**config.mk**
```make
export PLATFORM = sky130hd
export DESIGN_NAME = system_status_oscillator_cycle_monitor_regs
export DESIGN_NICKNAME = d
export VERILOG_FILES = /design/src/logic/status_pkg.sv /design/src/logic/drive_monitor.sv /design/src/logic/ring_counter.sv /design/src/logic/system_status_oscillator_cycle_monitor_regs.sv
export VERILOG_INCLUDE_DIRS = /design/src /design/src/logic
export SDC_FILE = /design/constraint.sdc
export NUM_CORES = 1
export LEC_CHECK = 0
export BUFFER_PORTS_ARGS = -buffer_cell sky130_fd_sc_hd__buf_4
export CORE_ASPECT_RATIO = 1.75
export CORE_MARGIN = 5
export CORE_UTILIZATION = 53
export CTS_CLUSTER_DIAMETER = 60
export DETAILED_ROUTE_END_ITERATION = 10
export PLACE_DENSITY_LB_ADDON = 0.2
export SLEW_MARGIN = 10
export SYNTH_ARGS = -nofsm -noshare
export SYNTH_HDL_FRONTEND = slang
export SYNTH_SLANG_ARGS = --single-unit
```
**constraint.sdc**
```tcl
create_clock -name clk_in -period 2.9 [get_ports clk_in]
set_input_delay 0.145 -clock clk_in [delete_from_list [all_inputs] [get_ports clk_in]]
set_output_delay 0.145 -clock clk_in [all_outputs]
set_load 0.02 [all_outputs]
```
**src/logic/status_cfg.svh**
```systemverilog
/*
 * constants of the system status / test configuration / oscillator monitor
 * register group: register indices, reset values and check timing.
 * assumes a 200 mhz core clock and 7-bit serial register addresses.
 */
`ifndef STATUS_CFG_SVH
`define STATUS_CFG_SVH

// ==========================================================
// register indices as carried in the serial frame
`define ADDR_W 7
`define SYSTEM_STATUS_OFS 7'h0e
`define TEST_CONFIG_OFS 7'h0f
`define OSCILLATOR_CYCLE_MONITOR_OFS 7'h10

// ==========================================================
// reset values
`define SYSTEM_STATUS_RST 16'h0000
`define OSCILLATOR_CYCLE_MONITOR_RST 16'h0000
`define TEST_RSVD_HI_RST 10'h001
`define TEST_RSVD_LO_RST 1'h0
`define CHECK_DISABLE_RST 1'h0
`define UNMAPPED_READ 16'h0000
`define REVISION_DEFAULT 2'h0

// ==========================================================
// pin feedback check timing
`define CLK_PERIOD_NS 5
`define DRIVE_SETTLE_NS 50
`define DRIVE_SETTLE_CYC ((`DRIVE_SETTLE_NS + `CLK_PERIOD_NS - 1) / `CLK_PERIOD_NS)
`define SETTLE_W 4

// ==========================================================
// flag vector layout
`define FLAG_COUNT 10

`endif

```
**src/logic/status_pkg.sv**
```systemverilog
/*
 * types of the status register group: operating states, counter control
 * codes, interrupt cause codes and the two register word layouts.
 * assumes status_cfg.svh is included by the modules that need numbers.
 */
`include "status_cfg.svh"

package status_pkg;

  // ==========================================================
  // operating state as reported by the mode controller
  typedef enum logic [2:0] {
    op_config,
    op_standby,
    op_active_continuous,
    op_active_triggered,
    op_duty_cycled_active,
    op_duty_cycled_sleep,
    op_sleep
  } op_state_e;

  typedef enum logic [1:0] {
    ring_reset,
    ring_fast,
    ring_slow,
    ring_stop
  } ring_ctl_e;

  typedef enum logic [1:0] {
    cause_none,
    cause_afe,
    cause_sys,
    cause_both
  } cause_e;

  // ==========================================================
  // register word layouts, msb first
  typedef struct packed {
    logic interrupt_pin_level;
    logic interrupt_drive_fault;
    logic serial_out_drive_fault;
    logic check_error;
    logic frame_error;
    logic [2:0] op_state;
    logic [1:0] reserved;
    logic supply_over_flag;
    logic supply_under_flag;
    logic thermal_cross_flag;
    logic z_cross_flag;
    logic y_cross_flag;
    logic x_cross_flag;
  } system_status_s;

  typedef struct packed {
    logic [9:0] reserved_hi;
    logic [1:0] silicon_revision;
    logic reserved_lo;
    logic check_disable;
    ring_ctl_e ring_counter_control;
  } test_config_s;

  // access from the serial frame engine
  typedef struct packed {
    logic read;
    logic write;
    logic [`ADDR_W-1:0] addr;
    logic [15:0] wdata;
  } reg_req_s;

  // events reported by the surrounding device logic
  typedef struct packed {
    logic check_error;
    logic frame_error;
    logic supply_over;
    logic supply_under;
    logic thermal_cross;
    logic z_cross;
    logic y_cross;
    logic x_cross;
  } event_s;

endpackage

```
**src/logic/drive_monitor.sv**
```systemverilog
/*
 * compares a driven pin value with its feedback once the pin has had time
 * to settle; raises fault_out in every settled cycle in which they differ.
 * assumes feedback is synchronous to clk_in.
 */
`timescale 1ns/10ps
`include "status_cfg.svh"

module drive_monitor (
  input wire logic clk_in,
  input wire logic rst_n_in,
  input wire logic drive_in,
  input wire logic expected_in,
  input wire logic feedback_in,
  output logic fault_out
);

  logic [`SETTLE_W-1:0] settle_q;
  logic expected_q;
  logic fault_q;
  logic settled;

  assign settled = (settle_q == `SETTLE_W'(`DRIVE_SETTLE_CYC));

  // ==========================================================
  // settle timer restarts whenever the driven value moves
  always_ff @(posedge clk_in or negedge rst_n_in) begin
    if (!rst_n_in) begin
      settle_q <= '0;
      expected_q <= 1'b0;
    end else begin
      expected_q <= expected_in;
      if (!drive_in || (expected_in != expected_q)) begin
        settle_q <= '0;
      end else if (!settled) begin
        settle_q <= settle_q + `SETTLE_W'(1);
      end
    end
  end

  always_ff @(posedge clk_in or negedge rst_n_in) begin
    if (!rst_n_in) begin
      fault_q <= 1'b0;
    end else begin
      fault_q <= drive_in && settled && (feedback_in != expected_q);
    end
  end

  assign fault_out = fault_q;

endmodule

```
**src/logic/ring_counter.sv**
```systemverilog
/*
 * 16-bit oscillator cycle counter: reset, count fast ticks, count slow
 * ticks, or hold. tick inputs are one-cycle pulses synchronous to clk_in.
 */
`timescale 1ns/10ps
`include "status_cfg.svh"

module ring_counter (
  input wire logic clk_in,
  input wire logic rst_n_in,
  input status_pkg::ring_ctl_e control_in,
  input wire logic fast_tick_in,
  input wire logic slow_tick_in,
  output logic [15:0] tally_out
);
  import status_pkg::*;

  logic [15:0] tally_q;

  // ==========================================================
  // counting wraps naturally at the 16-bit limit
  always_ff @(posedge clk_in or negedge rst_n_in) begin
    if (!rst_n_in) begin
      tally_q <= `OSCILLATOR_CYCLE_MONITOR_RST;
    end else begin
      case (control_in)
        ring_reset: tally_q <= `OSCILLATOR_CYCLE_MONITOR_RST;
        ring_fast: if (fast_tick_in) tally_q <= tally_q + 16'h0001;
        ring_slow: if (slow_tick_in) tally_q <= tally_q + 16'h0001;
        ring_stop: tally_q <= tally_q;
        default: tally_q <= tally_q;
      endcase
    end
  end

  assign tally_out = tally_q;

endmodule

```
**src/logic/system_status_oscillator_cycle_monitor_regs.sv**
```systemverilog
/*
 * system status, test configuration and oscillator monitor registers.
 * register reads and writes come from the serial frame engine as one-cycle
 * strobes with an address; read data is valid the cycle after the strobe.
 * link faults, supply and threshold events arrive as one-cycle pulses.
 * the alert pin is open drain: out, enable and feedback.
 */
`timescale 1ns/10ps
`include "status_cfg.svh"

module system_status_oscillator_cycle_monitor_regs #(
  parameter logic [1:0] SILICON_REVISION = `REVISION_DEFAULT // arbitrary value
) (
  input wire logic clk_in,
  input wire logic rst_n_in,
  input status_pkg::reg_req_s req_in,
  output logic [15:0] read_data_out,
  output logic read_valid_out,
  input status_pkg::event_s event_in,
  input status_pkg::op_state_e op_state_in,
  input wire logic afe_flag_any_in,
  input wire logic alert_request_in,
  input wire logic alert_pin_in,
  output logic alert_pin_out,
  output logic alert_pin_oe_out,
  input wire logic sdo_drive_in,
  input wire logic sdo_value_in,
  input wire logic sdo_pin_in,
  input wire logic fast_tick_in,
  input wire logic slow_tick_in,
  output logic check_disable_out,
  output status_pkg::cause_e interrupt_cause_out
);
  import status_pkg::*;

  // ==========================================================
  // declarations
  logic [`FLAG_COUNT-1:0] flag_q;
  logic [`FLAG_COUNT-1:0] flag_set;
  logic interrupt_drive_event;
  logic serial_out_drive_event;
  logic supply_window;
  logic status_read;
  logic sys_any;
  logic level_q;
  logic [15:0] read_data_q;
  logic read_valid_q;
  logic [15:0] tally;
  cause_e cause_q;
  logic check_disable_q;
  ring_ctl_e ring_control_q;
  system_status_s status_word;
  test_config_s test_word;
  test_config_s write_word;
  logic sel_status;
  logic sel_test;
  logic sel_monitor;
  logic test_write;
  logic check_enabled;
  logic [15:0] read_mux;

  // ==========================================================
  // alert pin: open drain, only ever pulls low
  assign alert_pin_out = 1'b0;
  assign alert_pin_oe_out = alert_request_in;

  // the sensed level is registered so the read path never sees a raw pin
  always_ff @(posedge clk_in or negedge rst_n_in) begin
    if (!rst_n_in) begin
      level_q <= 1'b0;
    end else begin
      level_q <= alert_pin_in;
    end
  end

  // ==========================================================
  // pin feedback checks
  // while alert is driven the pin must read low after settling
  drive_monitor alert_check (
    .clk_in(clk_in),
    .rst_n_in(rst_n_in),
    .drive_in(alert_request_in),
    .expected_in(1'b0),
    .feedback_in(alert_pin_in),
    .fault_out(interrupt_drive_event)
  );

  // serial output compared bit by bit while the device drives it
  drive_monitor sdo_check (
    .clk_in(clk_in),
    .rst_n_in(rst_n_in),
    .drive_in(sdo_drive_in),
    .expected_in(sdo_value_in),
    .feedback_in(sdo_pin_in),
    .fault_out(serial_out_drive_event)
  );

  // ==========================================================
  // event collection
  // supply checks only count in standby or an active mode
  always_comb begin
    case (op_state_in)
      op_standby: supply_window = 1'b1;
      op_active_continuous: supply_window = 1'b1;
      op_active_triggered: supply_window = 1'b1;
      op_duty_cycled_active: supply_window = 1'b1;
      op_config: supply_window = 1'b0;
      op_duty_cycled_sleep: supply_window = 1'b0;
      op_sleep: supply_window = 1'b0;
      default: supply_window = 1'b0;
    endcase
  end

  // with check codes off the link engine may still report a mismatch; ignore it
  assign check_enabled = !check_disable_q;

  always_comb begin
    flag_set[9] = interrupt_drive_event;
    flag_set[8] = serial_out_drive_event;
    flag_set[7] = event_in.check_error && check_enabled;
    flag_set[6] = event_in.frame_error;
    flag_set[5] = event_in.supply_over && supply_window;
    flag_set[4] = event_in.supply_under && supply_window;
    flag_set[3] = event_in.thermal_cross;
    flag_set[2] = event_in.z_cross;
    flag_set[1] = event_in.y_cross;
    flag_set[0] = event_in.x_cross;
  end

  // ==========================================================
  // address decode shared by the read and write paths
  assign sel_status = (req_in.addr == `SYSTEM_STATUS_OFS);
  assign sel_test = (req_in.addr == `TEST_CONFIG_OFS);
  assign sel_monitor = (req_in.addr == `OSCILLATOR_CYCLE_MONITOR_OFS);
  assign test_write = req_in.write && sel_test;
  assign status_read = req_in.read && sel_status;

  // ==========================================================
  // sticky flags; a new event in the read cycle survives the clear
  generate
    for (genvar i = 0; i < `FLAG_COUNT; i++) begin : g_flag
      always_ff @(posedge clk_in or negedge rst_n_in) begin
        if (!rst_n_in) begin
          flag_q[i] <= 1'b0;
        end else if (flag_set[i]) begin
          flag_q[i] <= 1'b1;
        end else if (status_read) begin
          flag_q[i] <= 1'b0;
        end
      end
    end
  endgenerate

  // ==========================================================
  // system status word assembly
  always_comb begin
    status_word = system_status_s'(`SYSTEM_STATUS_RST);
    status_word.interrupt_pin_level = level_q;
    status_word.interrupt_drive_fault = flag_q[9];
    status_word.serial_out_drive_fault = flag_q[8];
    status_word.check_error = flag_q[7];
    status_word.frame_error = flag_q[6];
    status_word.op_state = op_state_in;
    status_word.supply_over_flag = flag_q[5];
    status_word.supply_under_flag = flag_q[4];
    status_word.thermal_cross_flag = flag_q[3];
    status_word.z_cross_flag = flag_q[2];
    status_word.y_cross_flag = flag_q[1];
    status_word.x_cross_flag = flag_q[0];
  end

  // ==========================================================
  // test configuration: only the check and counter fields are writable
  assign write_word = test_config_s'(req_in.wdata);

  always_ff @(posedge clk_in or negedge rst_n_in) begin
    if (!rst_n_in) begin
      check_disable_q <= `CHECK_DISABLE_RST;
    end else if (test_write) begin
      check_disable_q <= write_word.check_disable;
    end
  end

  always_ff @(posedge clk_in or negedge rst_n_in) begin
    if (!rst_n_in) begin
      ring_control_q <= ring_reset;
    end else if (test_write) begin
      ring_control_q <= write_word.ring_counter_control;
    end
  end

  // reserved and revision bits are not stored, so no write can reach them
  always_comb begin
    test_word.reserved_hi = `TEST_RSVD_HI_RST;
    test_word.silicon_revision = SILICON_REVISION;
    test_word.reserved_lo = `TEST_RSVD_LO_RST;
    test_word.check_disable = check_disable_q;
    test_word.ring_counter_control = ring_control_q;
  end

  assign check_disable_out = check_disable_q;

  // ==========================================================
  // oscillator cycle counter
  ring_counter ring_cycle_tally (
    .clk_in(clk_in),
    .rst_n_in(rst_n_in),
    .control_in(ring_control_q),
    .fast_tick_in(fast_tick_in),
    .slow_tick_in(slow_tick_in),
    .tally_out(tally)
  );

  // ==========================================================
  // read path: word chosen here, registered one cycle after the strobe
  // the status value returned is the one before the clear
  always_comb begin
    if (sel_status) begin
      read_mux = status_word;
    end else if (sel_test) begin
      read_mux = test_word;
    end else if (sel_monitor) begin
      read_mux = tally;
    end else begin
      read_mux = `UNMAPPED_READ;
    end
  end

  always_ff @(posedge clk_in or negedge rst_n_in) begin
    if (!rst_n_in) begin
      read_data_q <= `UNMAPPED_READ;
    end else if (req_in.read) begin
      read_data_q <= read_mux;
    end
  end

  always_ff @(posedge clk_in or negedge rst_n_in) begin
    if (!rst_n_in) begin
      read_valid_q <= 1'b0;
    end else begin
      read_valid_q <= req_in.read;
    end
  end

  assign read_data_out = read_data_q;
  assign read_valid_out = read_valid_q;

  // ==========================================================
  // alert response summary for the conversion status word
  assign sys_any = |flag_q;

  always_ff @(posedge clk_in or negedge rst_n_in) begin
    if (!rst_n_in) begin
      cause_q <= cause_none;
    end else begin
      case ({sys_any, afe_flag_any_in})
        2'b11: cause_q <= cause_both;
        2'b10: cause_q <= cause_sys;
        2'b01: cause_q <= cause_afe;
        default: cause_q <= cause_none;
      endcase
    end
  end

  assign interrupt_cause_out = cause_q;

endmodule

```
==> flow_summary.json <==
{
  "status": "finished clean",
  "diodes": 0,
  "yosysTopAreaCell": "dfrtp_1",
  "grt_use_total_pct": 21.05,
  "min-delay-start": "event_in[5]",
  "path_clk_slew_ns": 0.07,
  "skew_ns": 0.007643,
  "yosysTopAreaCellShare_pct": 53.79,
  "synth_area_leaders": "dfrtp_1 54%, a221o_1 3.9%, ha_1 3.6%",
  "tns_ns": 0,
  "io-pin-count": 68,
  "clock_latency_ns": 0.34,
  "grt_antenna_before_repair": 0,
  "syn_area_um2": 2791,
  "cp-start-kind": "register",
  "postLayoutCoreUtil_pct": 66.94,
  "final_nets": 378,
  "worstPathMaxFanout": 18,
  "ys_warn_count": 0,
  "synth_ff_type": "dfrtp_1",
  "cts_buffer_depth": 2,
  "drt-pass1-iter-count": 5,
  "ys_top_cells_by_count": "60 x dfrtp_1, 16 x nor2b_1, 15 x nor2_1, 14 x nand2_1",
  "r2r_slack_ns": 0.63,
  "ant_nets": 0,
  "port_buffers": 53,
  "p_total_mw": 1.790,
  "cts_resized": 0,
  "start_util_pct": 53.57,
  "cts_root_buf": "clkbuf_8",
  "first_iter_violations": 168,
  "overflow": 0,
  "grt_setup_unrepaired": "no",
  "reg2reg_to": "ring_cycle_tally.tally_out[13]$_DFFE_PN0P_",
  "yosysMostFrequentCell": "dfrtp_1",
  "routed_wl_mm": 6.480,
  "cts_hold_buffers": 9,
  "hp-class": "in -> reg",
  "worstRegToRegCells": 6,
  "post-route-period-util_pct": 78.38,
  "async_reset_ff_share_pct": 100.0,
  "cts_htree_levels": 3,
  "hpwlAfterDp_mm": 4.549,
  "cts_buffers": 9,
  "synth_nets": 317,
  "power_density_nw_per_um2": 513.2,
  "grt_pass1_wl_mm": 11.09,
  "wl_per_cell_um": 16.92,
  "drc": 0,
  "std_cell_rows": 35,
  "core_region_area_um2": 5211,
  "worstPathArrival_ns": 2.46,
  "setup_viol": 0,
  "worst_pin_slew_ns": 0.7476,
  "grt_max_degree": 61,
  "cts_tree": "yes",
  "end_kind": "register",
  "ir_drop_v": 0.0003227,
  "clkSinkCount": 60,
  "drv_cap": 0,
  "vias": 2311,
  "avgViaCountPerCell": 6.034,
  "grt_pass1_vias": 2356,
  "drive_gt1_share_pct": 22.26,
  "crit_type": "reg -> reg",
  "fp.dieArea_um2": 6875,
  "synth_edf_count": 0,
  "holdWs_ns": 0.01975,
  "rr_startpoint": "ring_control_q[0]$_DFFE_PN0P_",
  "die_h_um": 106.0,
  "die_x_um": 64.86,
  "slew_violations": 0,
  "required_ns": 3.09,
  "relSlewSlack_pct": 50.16,
  "ys_seq_area_share_pct": 53.79,
  "synth_cell_types": 40,
  "placed_cells_incl_taps": 359,
  "place.gp.congestion": 0.8262,
  "leakage_nw": 1.597,
  "avgSynthCellArea_um2": 10.61,
  "synth_seq_cells": 60,
  "cts_setup_buffers": 0,
  "hold_end": "flag_q[5]$_DFFE_PN0P_",
  "stdcell_count": 383,
  "fill_cells": 424,
  "netlist_instances": 263,
  "finalHoldViolCount": 0,
  "max_freq_ghz": 0.4399,
  "area_growth_syn_to_layout_pct": 24.97,
  "holdPathStages": 2,
  "period_minus_slack_ns": 2.273
}
## worst max-delay path, cell delays in order, from the launching register on
cell,delay (ns)
dfrtp_1,0.39
inv_1,0.08
ha_1,0.19
nor2b_1,0.14
or3_1,0.60
nor2_1,0.63
a21oi_1,0.09
## placed cells by master (no fill, tap or decap), drive strengths merged, types with 6 or more instances in the layout
cell type	netlist	routed
nor2	15	15
dfrtp	60	60
clkbuf	10	10
dlygate4sd3	0	9
o31ai	7	7
nand2	14	14
buf	3	54
nor2b	16	16
o21ai	12	12
a21oi	12	12
and3	6	6
a21o	8	8
inv	9	9
ha	8	8
or4	7	7
nand3	12	12
a221o	11	11
## how the worst max path moves through the flow
stage                                        startpoint                                         end  slack [ns]  cells after the start
after floorplan           ring_control_q[0]$_DFFE_PN0P_  ring_cycle_tally.tally_out[14]$_DFFE_PN0P_        0.84                      7
after global placement    ring_control_q[0]$_DFFE_PN0P_  ring_cycle_tally.tally_out[14]$_DFFE_PN0P_        0.72                      6
after detailed placement  ring_control_q[0]$_DFFE_PN0P_  ring_cycle_tally.tally_out[14]$_DFFE_PN0P_        0.66                      6
after CTS                 ring_control_q[0]$_DFFE_PN0P_  ring_cycle_tally.tally_out[14]$_DFFE_PN0P_        0.64                      6
after global routing      ring_control_q[0]$_DFFE_PN0P_   ring_cycle_tally.tally_out[9]$_DFFE_PN0P_        0.48                      6
final                     ring_control_q[0]$_DFFE_PN0P_  ring_cycle_tally.tally_out[13]$_DFFE_PN0P_        0.63                      6
## sequential cells by signal (all words and copies together) (netlist names), 2 cells and up
register / cells
read_data_out: 16
ring_cycle_tally.tally_out: 16
flag_q: 10
alert_check.settle_q: 4
sdo_check.settle_q: 4
interrupt_cause_out: 2
ring_control_q: 2
## routing by layer
layer	track usage, %	share of wire [%]	vias to the layer above
met5	0	0	-
met4	9.985	2.6	0
met3	5.708	6.3	18
met2	36.12	54	75
met1	23.69	37	1138
li1	-	-	1080
## power breakdown
group	internal (mW)	switching, mW
Clock	0.410	0.322
Sequential	0.859	0.0216
Combinational	0.0777	0.0997
Total	1.35	0.444
## logic make-up after synthesis
group	after synthesis	synth area share (%)
AND/OR/NAND/NOR	96	18.87
buffers and inverters	22	3.272
adder cells (fa/ha/maj)	8	3.586
multiplexers	3	1.210
AO/OA/AOI/OAI	66	16.94
XOR/XNOR	7	2.196
other	1	0.1343
flip-flops	60	53.79
## layout make-up
cell class	instances	area (um2)	share of cell area, %
Tap cell	55	68.82	1.973
Timing Repair Buffer	63	495.5	14.20
Multi-Input combinational cell	181	1199	34.36
Sequential cell	60	1501	43.04
Clock buffer	10	137.6	3.945
Inverter	9	33.78	0.9684
Clock inverter	5	52.55	1.506
## stage by stage
step	setup slack, ns	cell area, um2
3_5_place_dp	0.6567	3208
3_3_place_gp	0.7184	3208
2_1_floorplan	0.8369	2791
4_1_cts	0.6357	3488
5_1_grt	0.4754	3488
6_report	0.6270	3488
Note: power is estimated with default switching activity, not from simulation.
